$ cat src/include/sif_cfg.svh
`ifndef SIF_CFG_SVH
`define SIF_CFG_SVH

// ****************************************
// register offsets
// ****************************************
`define SIF_OFF_CTL1      3'h0
`define SIF_OFF_CTL2      3'h1
`define SIF_OFF_BAUD      3'h2
`define SIF_OFF_STAT      3'h3
`define SIF_OFF_CMP       3'h4
`define SIF_OFF_DATA      3'h5

// ****************************************
// control one bit positions
// ****************************************
`define SIF_C1_RXF_MASK   7
`define SIF_C1_SYS_EN     6
`define SIF_C1_TX_MASK    5
`define SIF_C1_MASTER     4
`define SIF_C1_CLOCK_POLARITY       3
`define SIF_C1_CLOCK_PHASE       2
`define SIF_C1_SELECT_OUTPUT_ENABLE       1
`define SIF_C1_LSBF       0

// ****************************************
// control two bit positions and write mask
// ****************************************
`define SIF_C2_MATCH_MASK 7
`define SIF_C2_FDET_EN    4
`define SIF_C2_SHARED_OE  3
`define SIF_C2_STOP_WAIT  1
`define SIF_C2_SINGLE_PIN 0
`define SIF_C2_WMASK      8'h9B

// ****************************************
// baud fields and write mask
// ****************************************
`define SIF_BR_PRE_HI     6
`define SIF_BR_PRE_LO     4
`define SIF_BR_RATE_HI    3
`define SIF_BR_RATE_LO    0
`define SIF_BR_WMASK      8'h7F

// ****************************************
// status bit positions
// ****************************************
`define SIF_ST_RXF        7
`define SIF_ST_MATCH      6
`define SIF_ST_TXE        5
`define SIF_ST_FAULT      4

// ****************************************
// reset values and counts
// ****************************************
`define SIF_RST_CTL1      8'h04
`define SIF_RST_CTL2      8'h00
`define SIF_RST_BAUD      8'h00
`define SIF_RST_CMP       8'h00
`define SIF_LAST_EDGE     4'hF

`endif

$ cat src/include/sif_pkg.sv
package sif_pkg;

	// ****************************************
	// engine phase
	// ****************************************
	typedef enum logic [0:0]
	{
		SIF_IDLE = 1'b0,
		SIF_RUN  = 1'b1
	} sif_phase_t;

	// ****************************************
	// pin drive bundle
	// ****************************************
	typedef struct packed
	{
		logic sck_o;
		logic sck_oe;
		logic mosi_o;
		logic mosi_oe;
		logic miso_o;
		logic miso_oe;
		logic ss_n_o;
		logic ss_n_oe;
	} sif_pins_t;

	// ****************************************
	// whole block state
	// ****************************************
	typedef struct packed
	{
		logic [7:0]  ctl1;
		logic [7:0]  ctl2;
		logic [7:0]  baud;
		logic [7:0]  cmp;
		logic [7:0]  txbuf;
		logic [7:0]  rxbuf;
		logic [7:0]  txs;
		logic [7:0]  rxs;
		logic [7:0]  rdata;
		logic        rxf;
		logic        mtf;
		logic        txe;
		logic        mdf;
		logic        arm_rx;
		logic        arm_mt;
		logic        arm_tx;
		logic        arm_md;
		logic        pend;
		sif_phase_t  ph;
		logic [3:0]  edge_cnt;
		logic [11:0] div;
		logic [2:0]  sck_s;
		logic [2:0]  ss_s;
		logic [1:0]  mosi_s;
		logic [1:0]  miso_s;
		sif_pins_t   pins;
		logic        irq;
	} sif_state_t;

endpackage

$ cat src/rtl/sif_port.sv
// Summary of operation
// RULE_01: receive-full and fault flags reach the interrupt only with the general mask set.
// RULE_02: transmit-empty flag reaches the interrupt only with the transmit mask set.
// RULE_03: match flag reaches the interrupt only with the match mask set.
// RULE_04: one interrupt line rises when any flag meets its mask; else flags are polled.
// RULE_05: software checks flags for the cause and clears them early in its handler.
// RULE_06: a master seeing select low sets fault, aborts and drops master select.
// RULE_07: the fault interrupt holds while the fault flag holds; clearing removes it.
// RULE_08: receive-full is set when a new byte lands in the receive buffer.
// RULE_09: a byte finishing while receive-full is still set is thrown away.
// RULE_10: transmit-empty is set once the transmit buffer can take a byte.
// RULE_11: match flag is set when the receive buffer equals the compare value.
// RULE_12: software sets control one, control two, baud, then compare, in that order.
// RULE_13: status read with transmit-empty, then data write, starts a master transfer.
// RULE_14: control one holds masks, enable, master, polarity, phase, select out, lsb first.
// RULE_15: polarity picks idle clock level, phase the edge use, lsb-first the bit order.
// RULE_16: control two holds match mask, fault enable, shared oe, stop-in-wait, single pin.
// RULE_17: single pin shares one data line; shared oe gives its direction; wait may freeze.
// RULE_18: baud holds prescale in 6:4 and rate in 3:0; bit 7 reads zero.
// RULE_19: all-zero baud gives a master clock of the bus clock over two.
// RULE_20: status shows receive-full, match, transmit-empty, fault in bits 7 to 4.
// RULE_21: compare register holds an eight-bit value checked against received bytes.
// RULE_22: one data address writes the transmit buffer and reads the receive buffer.
// RULE_23: status read with fault set, then control one write, clears the fault flag.
// RULE_24: with fault detect off or as slave, select is ignored and no fault arises.
// RULE_25: no interrupt is raised while the system enable bit is clear.
// RULE_26: status read then data read clears receive-full; then data write clears tx-empty.
//
// The implementer's own choices: the register offsets and the strobed register port.
`include "sif_cfg.svh"
`timescale 1ns/1ps
`default_nettype none

module sif_port
(
	input  wire logic              sys_clk,
	input  wire logic              rst_n,
	input  wire logic [2:0]        reg_addr,
	input  wire logic [7:0]        reg_wdata,
	input  wire logic              reg_wr,
	input  wire logic              reg_rd,
	output wire logic [7:0]        reg_rdata,
	input  wire logic              cpu_wait,
	input  wire logic              sck_i,
	input  wire logic              mosi_i,
	input  wire logic              miso_i,
	input  wire logic              ss_n_i,
	output wire sif_pkg::sif_pins_t pin_out,
	output wire logic              irq
);

	// ****************************************
	// state
	// ****************************************
	sif_pkg::sif_state_t q;
	sif_pkg::sif_state_t n;

	// ****************************************
	// decoded control from the current state
	// ****************************************
	logic        system_enable_bit;
	logic        mst;
	logic        clock_polarity;
	logic        clock_phase;
	logic        lsbf;
	logic        select_output_enable;
	logic        fdet;
	logic        bidir;
	logic        frozen;
	logic        tick;
	logic        sck_edge;
	logic        ss_fall;
	logic        run_edge;
	logic        e_sample;
	logic        e_drive;
	logic        din;
	logic        fault;
	logic        done;
	logic [7:0]  rx_next;
	logic [7:0]  rx_fin;
	logic [7:0]  tx_shift;
	logic [11:0] pre1;
	logic [11:0] half_c;

	// control bit fields
	assign system_enable_bit   = q.ctl1[`SIF_C1_SYS_EN];
	assign mst   = q.ctl1[`SIF_C1_MASTER];
	assign clock_polarity  = q.ctl1[`SIF_C1_CLOCK_POLARITY];
	assign clock_phase  = q.ctl1[`SIF_C1_CLOCK_PHASE];
	assign lsbf  = q.ctl1[`SIF_C1_LSBF];
	assign select_output_enable  = q.ctl1[`SIF_C1_SELECT_OUTPUT_ENABLE];
	assign fdet  = q.ctl2[`SIF_C2_FDET_EN];
	assign bidir = q.ctl2[`SIF_C2_SINGLE_PIN];

	// half bit time = (prescale + 1) << rate; reserved large rates wrap to zero width
	assign pre1   = {9'h000, q.baud[`SIF_BR_PRE_HI:`SIF_BR_PRE_LO]} + 12'h001; // RULE_18
	assign half_c = pre1 << q.baud[`SIF_BR_RATE_HI:`SIF_BR_RATE_LO]; // RULE_19

	// master clock freezes in wait only when stop-in-wait is set
	assign frozen = q.ctl2[`SIF_C2_STOP_WAIT] && cpu_wait; // RULE_17
	assign tick   = (q.div == 12'h001) && !frozen;

	// edges are seen on the second and third sync stages only
	assign sck_edge = q.sck_s[1] ^ q.sck_s[2];
	assign ss_fall  = q.ss_s[2] && !q.ss_s[1];
	assign run_edge = (q.ph == sif_pkg::SIF_RUN) && (mst ? tick : sck_edge);

	// phase decides which edges sample and which drive
	assign e_sample = clock_phase ? q.edge_cnt[0] : !q.edge_cnt[0]; // RULE_15
	assign e_drive  = clock_phase ? (!q.edge_cnt[0] && (q.edge_cnt != 4'h0))
		: (q.edge_cnt[0] && (q.edge_cnt != `SIF_LAST_EDGE)); // RULE_15

	// data input pin depends on role and single-pin mode
	assign din = mst ? (bidir ? q.mosi_s[1] : q.miso_s[1])
		: (bidir ? q.miso_s[1] : q.mosi_s[1]); // RULE_17

	// bit order follows lsb-first select
	assign rx_next  = lsbf ? {din, q.rxs[7:1]} : {q.rxs[6:0], din}; // RULE_15
	assign tx_shift = lsbf ? {1'b0, q.txs[7:1]} : {q.txs[6:0], 1'b0};
	assign rx_fin   = e_sample ? rx_next : q.rxs;

	// select low while master with detect on and select not driven by us
	assign fault = system_enable_bit && mst && fdet && !select_output_enable && !q.ss_s[1]; // RULE_24
	assign done  = run_edge && (q.edge_cnt == `SIF_LAST_EDGE) && !fault;

	// ****************************************
	// next state
	// ****************************************
	logic       rx_set;
	logic       mt_set;
	logic       txe_set;
	logic       n_spe;
	logic       n_mst;
	logic       n_bidir;
	logic       n_dir;
	logic       n_out;
	logic       n_live;

	// one process computes everything; flag sets always win over software clears
	always_comb
	begin
		n       = q;
		rx_set  = 1'b0;
		mt_set  = 1'b0;
		txe_set = 1'b0;
		n.sck_s  = {q.sck_s[1:0], sck_i};
		n.ss_s   = {q.ss_s[1:0], ss_n_i};
		n.mosi_s = {q.mosi_s[0], mosi_i};
		n.miso_s = {q.miso_s[0], miso_i};

		// transfer engine
		if (!system_enable_bit || fault)
		begin
			n.ph       = sif_pkg::SIF_IDLE; // RULE_06
			n.edge_cnt = 4'h0;
			n.pins.sck_o = clock_polarity;
		end
		else
		begin
			case (q.ph)
				sif_pkg::SIF_IDLE:
				begin
					n.edge_cnt = 4'h0;
					n.pins.sck_o = clock_polarity; // RULE_15
					if (mst && q.pend)
					begin
						n.txs   = q.txbuf; // RULE_13
						n.pend  = 1'b0;
						txe_set = 1'b1; // RULE_10
						n.ph    = sif_pkg::SIF_RUN;
						n.div   = half_c;
						n.rxs   = 8'h00;
					end
					else if (!mst && ss_fall)
					begin
						if (q.pend)
						begin
							n.txs   = q.txbuf;
							n.pend  = 1'b0;
							txe_set = 1'b1; // RULE_10
						end
						n.ph  = sif_pkg::SIF_RUN;
						n.rxs = 8'h00;
					end
				end
				sif_pkg::SIF_RUN:
				begin
					if (!mst && q.ss_s[1])
					begin
						// deselect mid byte drops the partial byte
						n.ph = sif_pkg::SIF_IDLE;
					end
					else if (run_edge)
					begin
						if (mst)
						begin
							n.pins.sck_o = !q.pins.sck_o;
						end
						if (e_sample)
						begin
							n.rxs = rx_next;
						end
						if (e_drive)
						begin
							n.txs = tx_shift;
						end
						if (q.edge_cnt == `SIF_LAST_EDGE)
						begin
							n.ph = sif_pkg::SIF_IDLE;
							if (!q.rxf) // RULE_09
							begin
								n.rxbuf = rx_fin; // RULE_08
								rx_set  = 1'b1; // RULE_08
								mt_set  = (rx_fin == q.cmp); // RULE_11
							end
						end
						else
						begin
							n.edge_cnt = q.edge_cnt + 4'h1;
							n.div      = half_c;
						end
					end
					else if (mst && !frozen)
					begin
						n.div = q.div - 12'h001;
					end
				end
				default:
				begin
					n.ph = sif_pkg::SIF_IDLE;
				end
			endcase
		end

		// register writes
		if (reg_wr)
		begin
			case (reg_addr)
				`SIF_OFF_CTL1:
				begin
					n.ctl1 = reg_wdata; // RULE_14
					if (q.arm_md && !fault)
					begin
						n.mdf = 1'b0; // RULE_23
					end
					n.arm_md = 1'b0;
				end
				`SIF_OFF_CTL2:
				begin
					n.ctl2 = reg_wdata & `SIF_C2_WMASK; // RULE_16
				end
				`SIF_OFF_BAUD:
				begin
					n.baud = reg_wdata & `SIF_BR_WMASK; // RULE_18
				end
				`SIF_OFF_CMP:
				begin
					n.cmp = reg_wdata; // RULE_21
					if (q.arm_mt && !mt_set)
					begin
						n.mtf = 1'b0;
					end
					n.arm_mt = 1'b0;
				end
				`SIF_OFF_DATA:
				begin
					// a full buffer refuses the byte rather than corrupting a pending one
					if (q.txe)
					begin
						n.txbuf = reg_wdata; // RULE_22
						n.pend  = 1'b1; // RULE_13
						if (q.arm_tx && !txe_set)
						begin
							n.txe = 1'b0; // RULE_26
						end
					end
					n.arm_tx = 1'b0;
				end
				default:
				begin
				end
			endcase
		end

		// register reads: status arms the clears, data read consumes receive-full
		n.rdata = 8'h00;
		if (reg_rd)
		begin
			case (reg_addr)
				`SIF_OFF_CTL1:
				begin
					n.rdata = q.ctl1;
				end
				`SIF_OFF_CTL2:
				begin
					n.rdata = q.ctl2;
				end
				`SIF_OFF_BAUD:
				begin
					n.rdata = q.baud;
				end
				`SIF_OFF_STAT:
				begin
					n.rdata  = {q.rxf, q.mtf, q.txe, q.mdf, 4'h0}; // RULE_20
					n.arm_rx = q.rxf;
					n.arm_mt = q.mtf;
					n.arm_tx = q.txe;
					n.arm_md = q.mdf;
				end
				`SIF_OFF_CMP:
				begin
					n.rdata = q.cmp;
				end
				`SIF_OFF_DATA:
				begin
					n.rdata = q.rxbuf; // RULE_22
					if (q.arm_rx && !rx_set)
					begin
						n.rxf = 1'b0; // RULE_26
					end
					n.arm_rx = 1'b0;
				end
				default:
				begin
					n.rdata = 8'h00;
				end
			endcase
		end

		// hardware sets last so they win over clears
		if (rx_set)
		begin
			n.rxf = 1'b1; // RULE_08
		end
		if (mt_set)
		begin
			n.mtf = 1'b1; // RULE_11
		end
		if (txe_set)
		begin
			n.txe = 1'b1; // RULE_10
		end
		if (fault)
		begin
			n.mdf = 1'b1; // RULE_06
			n.ctl1[`SIF_C1_MASTER] = 1'b0; // RULE_06
		end

		// single request line, gated by system enable
		n.irq = n.ctl1[`SIF_C1_SYS_EN] && ( // RULE_25
			(n.ctl1[`SIF_C1_RXF_MASK] && (n.rxf || n.mdf)) || // RULE_01 RULE_07
			(n.ctl1[`SIF_C1_TX_MASK] && n.txe) || // RULE_02
			(n.ctl2[`SIF_C2_MATCH_MASK] && n.mtf)); // RULE_03 RULE_04

		// pin drive from the next state so every pin leaves a flip-flop
		n_spe   = n.ctl1[`SIF_C1_SYS_EN];
		n_mst   = n.ctl1[`SIF_C1_MASTER];
		n_bidir = n.ctl2[`SIF_C2_SINGLE_PIN];
		n_dir   = !n_bidir || n.ctl2[`SIF_C2_SHARED_OE]; // RULE_17
		n_out   = n.ctl1[`SIF_C1_LSBF] ? n.txs[0] : n.txs[7];
		// after a fault every line floats until the flag is cleared
		n_live  = n_spe && !n.mdf;
		n.pins.sck_oe  = n_live && n_mst;
		n.pins.mosi_o  = n_out;
		n.pins.mosi_oe = n_live && n_mst && n_dir;
		n.pins.miso_o  = n_out;
		n.pins.miso_oe = n_live && !n_mst && !n.ss_s[1] && n_dir;
		n.pins.ss_n_oe = n_live && n_mst && n.ctl1[`SIF_C1_SELECT_OUTPUT_ENABLE] && n.ctl2[`SIF_C2_FDET_EN];
		n.pins.ss_n_o  = (n.ph != sif_pkg::SIF_RUN);
	end

	// ****************************************
	// state register
	// ****************************************
	always_ff @(posedge sys_clk)
	begin
		if (!rst_n)
		begin
			q <= '0;
			q.ctl1 <= `SIF_RST_CTL1;
			q.ctl2 <= `SIF_RST_CTL2;
			q.baud <= `SIF_RST_BAUD;
			q.cmp  <= `SIF_RST_CMP;
			q.txe  <= 1'b1;
			q.ss_s <= 3'h7;
			q.sck_s <= 3'h0;
			q.pins.ss_n_o <= 1'b1;
		end
		else
		begin
			q <= n;
		end
	end

	// outputs straight from the state register
	assign reg_rdata = q.rdata;
	assign pin_out   = q.pins;
	assign irq       = q.irq;

	// ****************************************
	// checks
	// ****************************************
	a_rx_irq_path: assert property (@(posedge sys_clk) disable iff (!rst_n) // RULE_01
		(q.rxf && system_enable_bit && q.ctl1[`SIF_C1_RXF_MASK] && !reg_wr && !reg_rd) |=> irq)
		else $error("receive-full with mask did not raise irq");

	a_tx_irq_path: assert property (@(posedge sys_clk) disable iff (!rst_n) // RULE_02
		(q.txe && system_enable_bit && q.ctl1[`SIF_C1_TX_MASK] && !reg_wr && !reg_rd) |=> irq)
		else $error("transmit-empty with mask did not raise irq");

	a_match_irq_path: assert property (@(posedge sys_clk) disable iff (!rst_n) // RULE_03
		(q.mtf && system_enable_bit && q.ctl2[`SIF_C2_MATCH_MASK] && !reg_wr && !reg_rd) |=> irq)
		else $error("match with mask did not raise irq");

	a_irq_has_cause: assert property (@(posedge sys_clk) disable iff (!rst_n) // RULE_04
		irq |-> (q.ctl1[`SIF_C1_RXF_MASK] && (q.rxf || q.mdf))
		|| (q.ctl1[`SIF_C1_TX_MASK] && q.txe) || (q.ctl2[`SIF_C2_MATCH_MASK] && q.mtf))
		else $error("irq without a masked flag");

	a_fault_aborts: assert property (@(posedge sys_clk) disable iff (!rst_n) // RULE_06
		$rose(q.mdf) |-> !q.ctl1[`SIF_C1_MASTER] && (q.ph == sif_pkg::SIF_IDLE))
		else $error("fault left master set or transfer running");

	a_fault_irq_hold: assert property (@(posedge sys_clk) disable iff (!rst_n) // RULE_07
		(q.mdf && system_enable_bit && q.ctl1[`SIF_C1_RXF_MASK]) [*2] |-> irq)
		else $error("fault irq dropped while flag set");

	a_rx_set_copy: assert property (@(posedge sys_clk) disable iff (!rst_n) // RULE_08
		$changed(q.rxbuf) |-> $rose(q.rxf))
		else $error("receive buffer changed without raising receive-full");

	a_rx_overrun: assert property (@(posedge sys_clk) disable iff (!rst_n) // RULE_09
		(q.rxf && $past(q.rxf)) |-> $stable(q.rxbuf))
		else $error("receive buffer overwritten while full");

	a_fast_clock: assert property (@(posedge sys_clk) disable iff (!rst_n) // RULE_19
		(q.ph == sif_pkg::SIF_RUN && mst && system_enable_bit && !fdet && !frozen && q.baud == 8'h00
		&& $past(q.baud) == 8'h00 && !reg_wr) |=> $changed(q.pins.sck_o))
		else $error("zero baud master clock not at half bus rate");

	a_slave_no_fault: assert property (@(posedge sys_clk) disable iff (!rst_n) // RULE_24
		$rose(q.mdf) |-> $past(mst) && $past(fdet) && !$past(select_output_enable))
		else $error("fault raised outside detecting master");

	a_irq_disabled: assert property (@(posedge sys_clk) disable iff (!rst_n) // RULE_25
		(!system_enable_bit && !reg_wr) |=> !irq)
		else $error("irq raised while disabled");

	a_status_low_zero: assert property (@(posedge sys_clk) disable iff (!rst_n) // RULE_20
		(reg_rd && reg_addr == `SIF_OFF_STAT) |=> (q.rdata[3:0] == 4'h0) ##1 ($past(reg_rd) || (q.rdata == 8'h00)))
		else $error("status low bits or idle read data not zero");

endmodule

`default_nettype wire

$ cat config.mk
export PLATFORM = sky130hd
export DESIGN_NAME = sif_port
export DESIGN_NICKNAME = d
export VERILOG_FILES = /design/src/include/sif_pkg.sv /design/src/rtl/sif_port.sv
export VERILOG_INCLUDE_DIRS = /design/src /design/src/include
export SDC_FILE = /design/constraint.sdc
export NUM_CORES = 1
export LEC_CHECK = 0
export BUFFER_PORTS_ARGS = -buffer_cell sky130_fd_sc_hd__buf_2
export CAP_MARGIN = 0
export CORE_MARGIN = 1
export CORE_UTILIZATION = 66
export CTS_CLUSTER_SIZE = 16
export DETAILED_ROUTE_END_ITERATION = 7
export GPL_TIMING_DRIVEN = 0
export PLACE_DENSITY_LB_ADDON = 0.05
export SYNTH_ARGS = -nofsm -noshare
export SYNTH_HDL_FRONTEND = slang
export SYNTH_SLANG_ARGS = --single-unit
$ cat constraint.sdc
create_clock -name sys_clk -period 5.8 [get_ports sys_clk]
set_input_delay 0.58 -clock sys_clk [delete_from_list [all_inputs] [get_ports sys_clk]]
set_output_delay 0.58 -clock sys_clk [all_outputs]
set_load 0.02 [all_outputs]
======== Yosys cells after proc, flatten, opt, wreduce, memory -nomap -nowiden ========
Cells that the tools add are included.
word-level totals
  bits in registers ....................... 112
  bits of input ports ..................... 20
  output and inout port bits .............. 17
  word-level logic and storage cells ...... 222
cells by class
  add/sub/neg operators ................... 3
  equal/unequal tests ..................... 21
  shift operators ......................... 1
  multiplexer cells ....................... 87
  bitwise gates (word level) .............. 7
  reductions and logical operators ........ 67
operators by type and width
  operator                                                              number
  16-bit 2-to-1 mux                                                     7
  8-bit 2-to-1 mux                                                      10
  1-bit 2-to-1 mux                                                      52
  8-bit one-hot mux with 6 select lines                                 1
  40-bit 2-to-1 mux                                                     1
  12-bit 2-to-1 mux                                                     3
  17-bit one-hot mux with 2 select lines                                1
  16-bit one-hot mux with 2 select lines                                1
  1-bit logical AND                                                     30
  1-bit zero test                                                       15
  12-bit by 1-bit == test with 1-bit output, second input constant      1
  3-bit != test, second input constant                                  4
  2-bit AND reduction                                                   6
  6-bit AND reduction                                                   2
  4-bit by 4-bit left shift with 12-bit output                          1
  12-bit by 1-bit subtractor with 12-bit output, second input constant  1
  5-bit 2-to-1 mux                                                      2
  3-bit 2-to-1 mux                                                      3
  3-bit by 1-bit != test with 1-bit output, second input constant       3
  3-bit AND reduction                                                   3
  8-bit == test                                                         1
  7-bit 2-to-1 mux                                                      1
  3-bit by 2-bit == test with 1-bit output, second input constant       2
  3-bit == test, second input constant                                  2
  19 further kinds                                                      33

======== Logic depth before layout (Yosys ltp) ========
  depth in word-level cells ............... 22
  mapped depth ............................ 11
  mapped depth without buffers ............ 8

======== Worst setup path before layout ========
OpenSTA, ideal clock, no wires.
  path type ............................... input -> register
  start ................................... input port reg_addr[2]
  end ..................................... register q, in the netlist irq
  library setup time ...................... 0.129 ns
  arrival time ............................ 2.111 ns
  required time ........................... 5.671 ns
  path slack .............................. 3.560 ns
  stages on the path ...................... 6
  buffers on the path ..................... 2
  path through ............................ clkbuf_1 > nor4b_2 > buf_2 > mux2_2 > a221oi_1 > a211oi_1
on the way
  cells in the longest elaborated chain, start to end .. 9
  elaborated cells on any way between the ends .. 24
  classes of those cells .................. eq/ne (3); mux (13); reduce/logical (8)
ends and longest elaborated chain
  element                                               RTL line                          text
  start: declaration                                    sif_port.sv:38                    input wire logic [2:0] reg_addr,
  3-bit == test or 3-bit zero test (tied branches)      sif_port.sv:238, sif_port.sv:289
  1-bit 2-to-1 mux (on tied branches)                   sif_port.sv:289, sif_port.sv:238
  1-bit 2-to-1 mux or 3-bit 2-to-1 mux (tied branches)  sif_port.sv:287, sif_port.sv:236
  1-bit 2-to-1 mux (on tied branches)                   sif_port.sv:331, sif_port.sv:343
  1-bit logical OR                                      sif_port.sv:351                   (n.ctl1[`SIF_C1_RXF_MASK] && (n.rxf || n.mdf)) ||
  1-bit logical AND                                     sif_port.sv:351
  1-bit logical OR (2 in series)                        sif_port.sv:351
  1-bit logical AND *                                   sif_port.sv:350                   n.irq = n.ctl1[`SIF_C1_SYS_EN] && (
  end signal: assignment                                sif_port.sv:391                   q <= n;
  end: declaration                                      sif_port.sv:55                    sif_pkg::sif_state_t q;
Every way passes the cells marked *; elsewhere a longest branch is shown, timed or not.
A chain may end at the register's enable or synchronous reset.

======== Worst setup path after layout ========
  start ................................... register q, in the netlist mst
  end ..................................... register q, in the netlist irq
on the way
  cells in the longest elaborated chain, start to end .. 19
  elaborated cells on any way between the ends .. 59
  classes of those cells .................. eq/ne (1); mux (33); reduce/logical (25)
ends and longest elaborated chain
  element              RTL line         text
  1-bit 2-to-1 mux     sif_port.sv:114  assign din = mst ? (bidir ? q.mosi_s[1] : q.miso_s[1])
  8-bit 2-to-1 mux     sif_port.sv:118  assign rx_next = lsbf ? {din, q.rxs[7:1]} : {q.rxs[6:0], din};
  8-bit 2-to-1 mux     -
  8-bit == test        sif_port.sv:214  mt_set = (rx_fin == q.cmp);
  1-bit 2-to-1 mux     sif_port.sv:210  if (!q.rxf)
  1-bit 2-to-1 mux     sif_port.sv:207  if (q.edge_cnt == `SIF_LAST_EDGE)
  1-bit 2-to-1 mux     sif_port.sv:193  else if (run_edge)
  1-bit 2-to-1 mux     sif_port.sv:188  if (!mst && q.ss_s[1])
  [... 3 more ...]     -
  1-bit logical AND    sif_port.sv:259  if (q.arm_mt && !mt_set)
  1-bit 2-to-1 mux     sif_port.sv:259
  1-bit 2-to-1 mux     sif_port.sv:238  case (reg_addr)
  3-bit 2-to-1 mux     sif_port.sv:236  if (reg_wr)
  1-bit 2-to-1 mux     sif_port.sv:335  if (mt_set)
  1-bit logical AND    sif_port.sv:353  (n.ctl2[`SIF_C2_MATCH_MASK] && n.mtf));
  1-bit logical OR *   sif_port.sv:351
  1-bit logical AND *  sif_port.sv:350
Marked as above.

==> impl_metrics.toml <==
[status]
status = "complete, but fails checks"
violations = "DRC"

[synthesis]
synthTopCellsByArea = "dfxtp_1 (37%), mux2i_1 (9.0%), nor2b_1 (4.1%)"
synth-seq-cells = 112
syn_inst = 688
synth_top_area_share_pct = 37.2
netlist_area_sq_um = 6030
syn_nets = 713
async_flop_share_pct = 0
synth_ff_type = "dfxtp_1"
yosys_warnings = 0
synth_edf_count = 0
synth.avg_cell_area_sq_um = 8.77
synth_top_area_cell = "dfxtp_1"
synth_cell_types = 66
yosysSeqAreaShare_pct = 37.2

[floorplan]
num_rows = 34
core-area_sq_um = 8810
dieArea_sq_um = 9530
start_util_pct = 68.5
fp.dieH_um = 97.6
io_pins = 37
die_w_um = 97.6

[layout]
utilization_pct = 74.6
finalNonFillerCells = 847
layout_commonest_cell = "dfxtp_1"
antenna_cells = 0
nNetsFinal = 759
syn2layout_area_growth_pct = 8.92
layout_common_cells = "dfxtp_1 (112), nand2_1 (56), mux2i_1 (54)"
drive_above_1_share_pct = 14.9

[power_and_ir_drop]
pwr-share-comb_pct = 7.4
p_int_mw = 1.07
p_clk_share_pct = 37.0
sw_frac_of_total_pct = 24.7
p_leak_nw = 2.56
p_seq_share_pct = 55.6
peakVddDrop_mv = 0.155
p_sw_mw = 0.350
p_per_area_nw_per_um2 = 216

[drt]
routed_wl_um = 16200
vias = 5342
routedWlPerCell_um = 19.2
drt-pass1-iter-count = 8
drtIter0Drc = 394
ant_nets = 0
avgViaCountPerCell = 6.31
drc = 9

[grt]
gr-usage-met3_pct = 5.61
grt_pass1_wl_um = 26200
grt_use_total_pct = 35.1
grt_antenna_before_repair = 0
grtUsageMet2_pct = 60.8
overflow = 0
grt_util_met1_pct = 43.2
grt_pass1_vias = 5152
gr-max-usage-layer = "met2"
grt_start_max_net_pins = 20

[placed_design]
io_buffers = 35
dpl.hpwl_um = 12200
dpl.cell_count = 831
gp_congestion = 0.953

[critical_path]
crit_fanout = 10
cp.required_ns = 6.09
crit_family = "multiplexers"
cp_num_buf_inv = 1
worst_setup_path_end_kind = "flip-flop"
r2r_start = "mst"
crit_type = "flip-flop to flip-flop"
cp_common_cell = "a211oi_1"
worst_setup_path_start_kind = "flip-flop"
max_stage_delay_ns = 0.63
cp-startpoint = "mst"
setup.reg_to_reg.worst_slack_ns = 3.13
cp.arrival_ns = 2.97
crit_chain = "buf_2 > xor2_1 > mux2i_1 > a211oi_1 > nor4_1 > nand4_1 > a211oi_1"
cp_slowest_cell = "mux2i_1"

[timing]
tightest_slew_ns = 0.802
setup_tns_ns = 0
rsz0062_at_grt = "no"
hold_viol = 0
worst_clock_skew_ns = 0.0102
finalMaxSlewViolations = 0
slew_headroom_pct = 46.2
post-route-min-period_ns = 2.67
setup_viol = 0
timing.fmax_mhz = 374
fin_crit_sh_pct = 46.0

[worst_hold_path]
hold_start = "miso_i"
min_path_type = "input port to flip-flop"

[run]
cap_violations = 0

[clocking]
insertion_delay_ns = 0.38
tritoncts = "done"
clockRootBuffer = "clkbuf_8"
cts.clk_slew.worst_paths_ns = 0.11
htree_levels = 3
cts.sinks = 112
numCtsBuffers = 9
cts_setup_buffers = 0
hold_buffers = 0
post_cts_resized = 0
clock_path_buffers = 2
## power groups by stage
stage / Clock [mW] / Sequential, mW / Combinational (mW)
after global placement: 0 / 0.803 / 0.100
after global routing: 0.550 / 0.788 / 0.112
after floorplan: 0 / 0.801 / 0.0663
after detailed placement: 0 / 0.804 / 0.102
after CTS: 0.529 / 0.786 / 0.102
final: 0.524 / 0.787 / 0.105
## worst paths after layout
path | endpoint | cells after the start
min | n[10] | 2
min reg2reg | n[15] | 1
max reg2reg | irq | 7
max | irq | 7
## area by class of cell
type                       count  area (sq um)
multi-input combinational    500          3410
sequential                   112          2240
fill                         678          2240
buffer                        57           307
timing repair buffer          35           175
tap                          108           135
clock buffer                   9           124
clock inverter                 7           104
inverter                      19          71.3
## per-layer routing
metal  routed length [um]  vias up
li1                     -     2529
met3                 1070       44
met4                  467        0
met2                 7900      253
met1                 6800     2516
met5                    0        -
## registers in the layout, summed over array words and instances (netlist names)
register        cells
pin_out             7
n                   6
q                  84
clock_polarity      1
reg_rdata           8
irq                 1
fdet                1
mst                 1
clock_phase         1
bidir               1
lsbf                1
## worst reg2reg max path, stage by stage (launching register included)
cell,delay [ns]
dfxtp_1,0.44
buf_2,0.27
xor2_1,0.26
mux2i_1,0.63
a211oi_1,0.18
nor4_1,0.33
nand4_1,0.23
a211oi_1,0.25
## synthesized netlist by cell type, types with 4 or more instances
master	instances
dfxtp_1	112
nand2_1	56
mux2i_1	54
nor2_1	41
nor2b_1	40
a21oi_1	35
o21ai_0	25
clkbuf_1	23
and2_1	22
inv_1	18
nand2b_1	18
a21boi_0	17
buf_4	17
mux2_2	13
nor3_1	13
o211a_1	12
o211ai_1	11
buf_2	10
nand3_1	10
nor4_1	10
xnor2_1	10
nor3b_1	8
a211oi_1	7
a22oi_1	7
and3_1	6
o21a_1	6
o31ai_1	6
ha_1	5
nand4_1	5
o22a_1	5
o22ai_1	5
and4_1	4
buf_1	4
or3_1	4
xor2_1	4
## through the flow
step           power (mW)  cell area [sq um]  hold WS (ns)  worst slack [ns]
6_report             1.42               6570         0.395              3.13
3_3_place_gp        0.904               6340         0.414              3.19
3_5_place_dp        0.905               6340         0.416              3.21
4_1_cts              1.42               6570         0.385              3.19
2_1_floorplan       0.867               6030         0.403              3.56
5_1_grt              1.45               6570         0.401              3.08
## cell families after synthesis
group | synth area share [%]
adder cells (fa/ha/maj) | 1.04
flip-flops | 37.2
AND/OR/NAND/NOR | 23.1
AO/OA/AOI/OAI | 18.4
multiplexers | 12.1
buffers and inverters | 6.26
XOR/XNOR | 2.03
No activity file was read; power rests on OpenSTA's default activity.
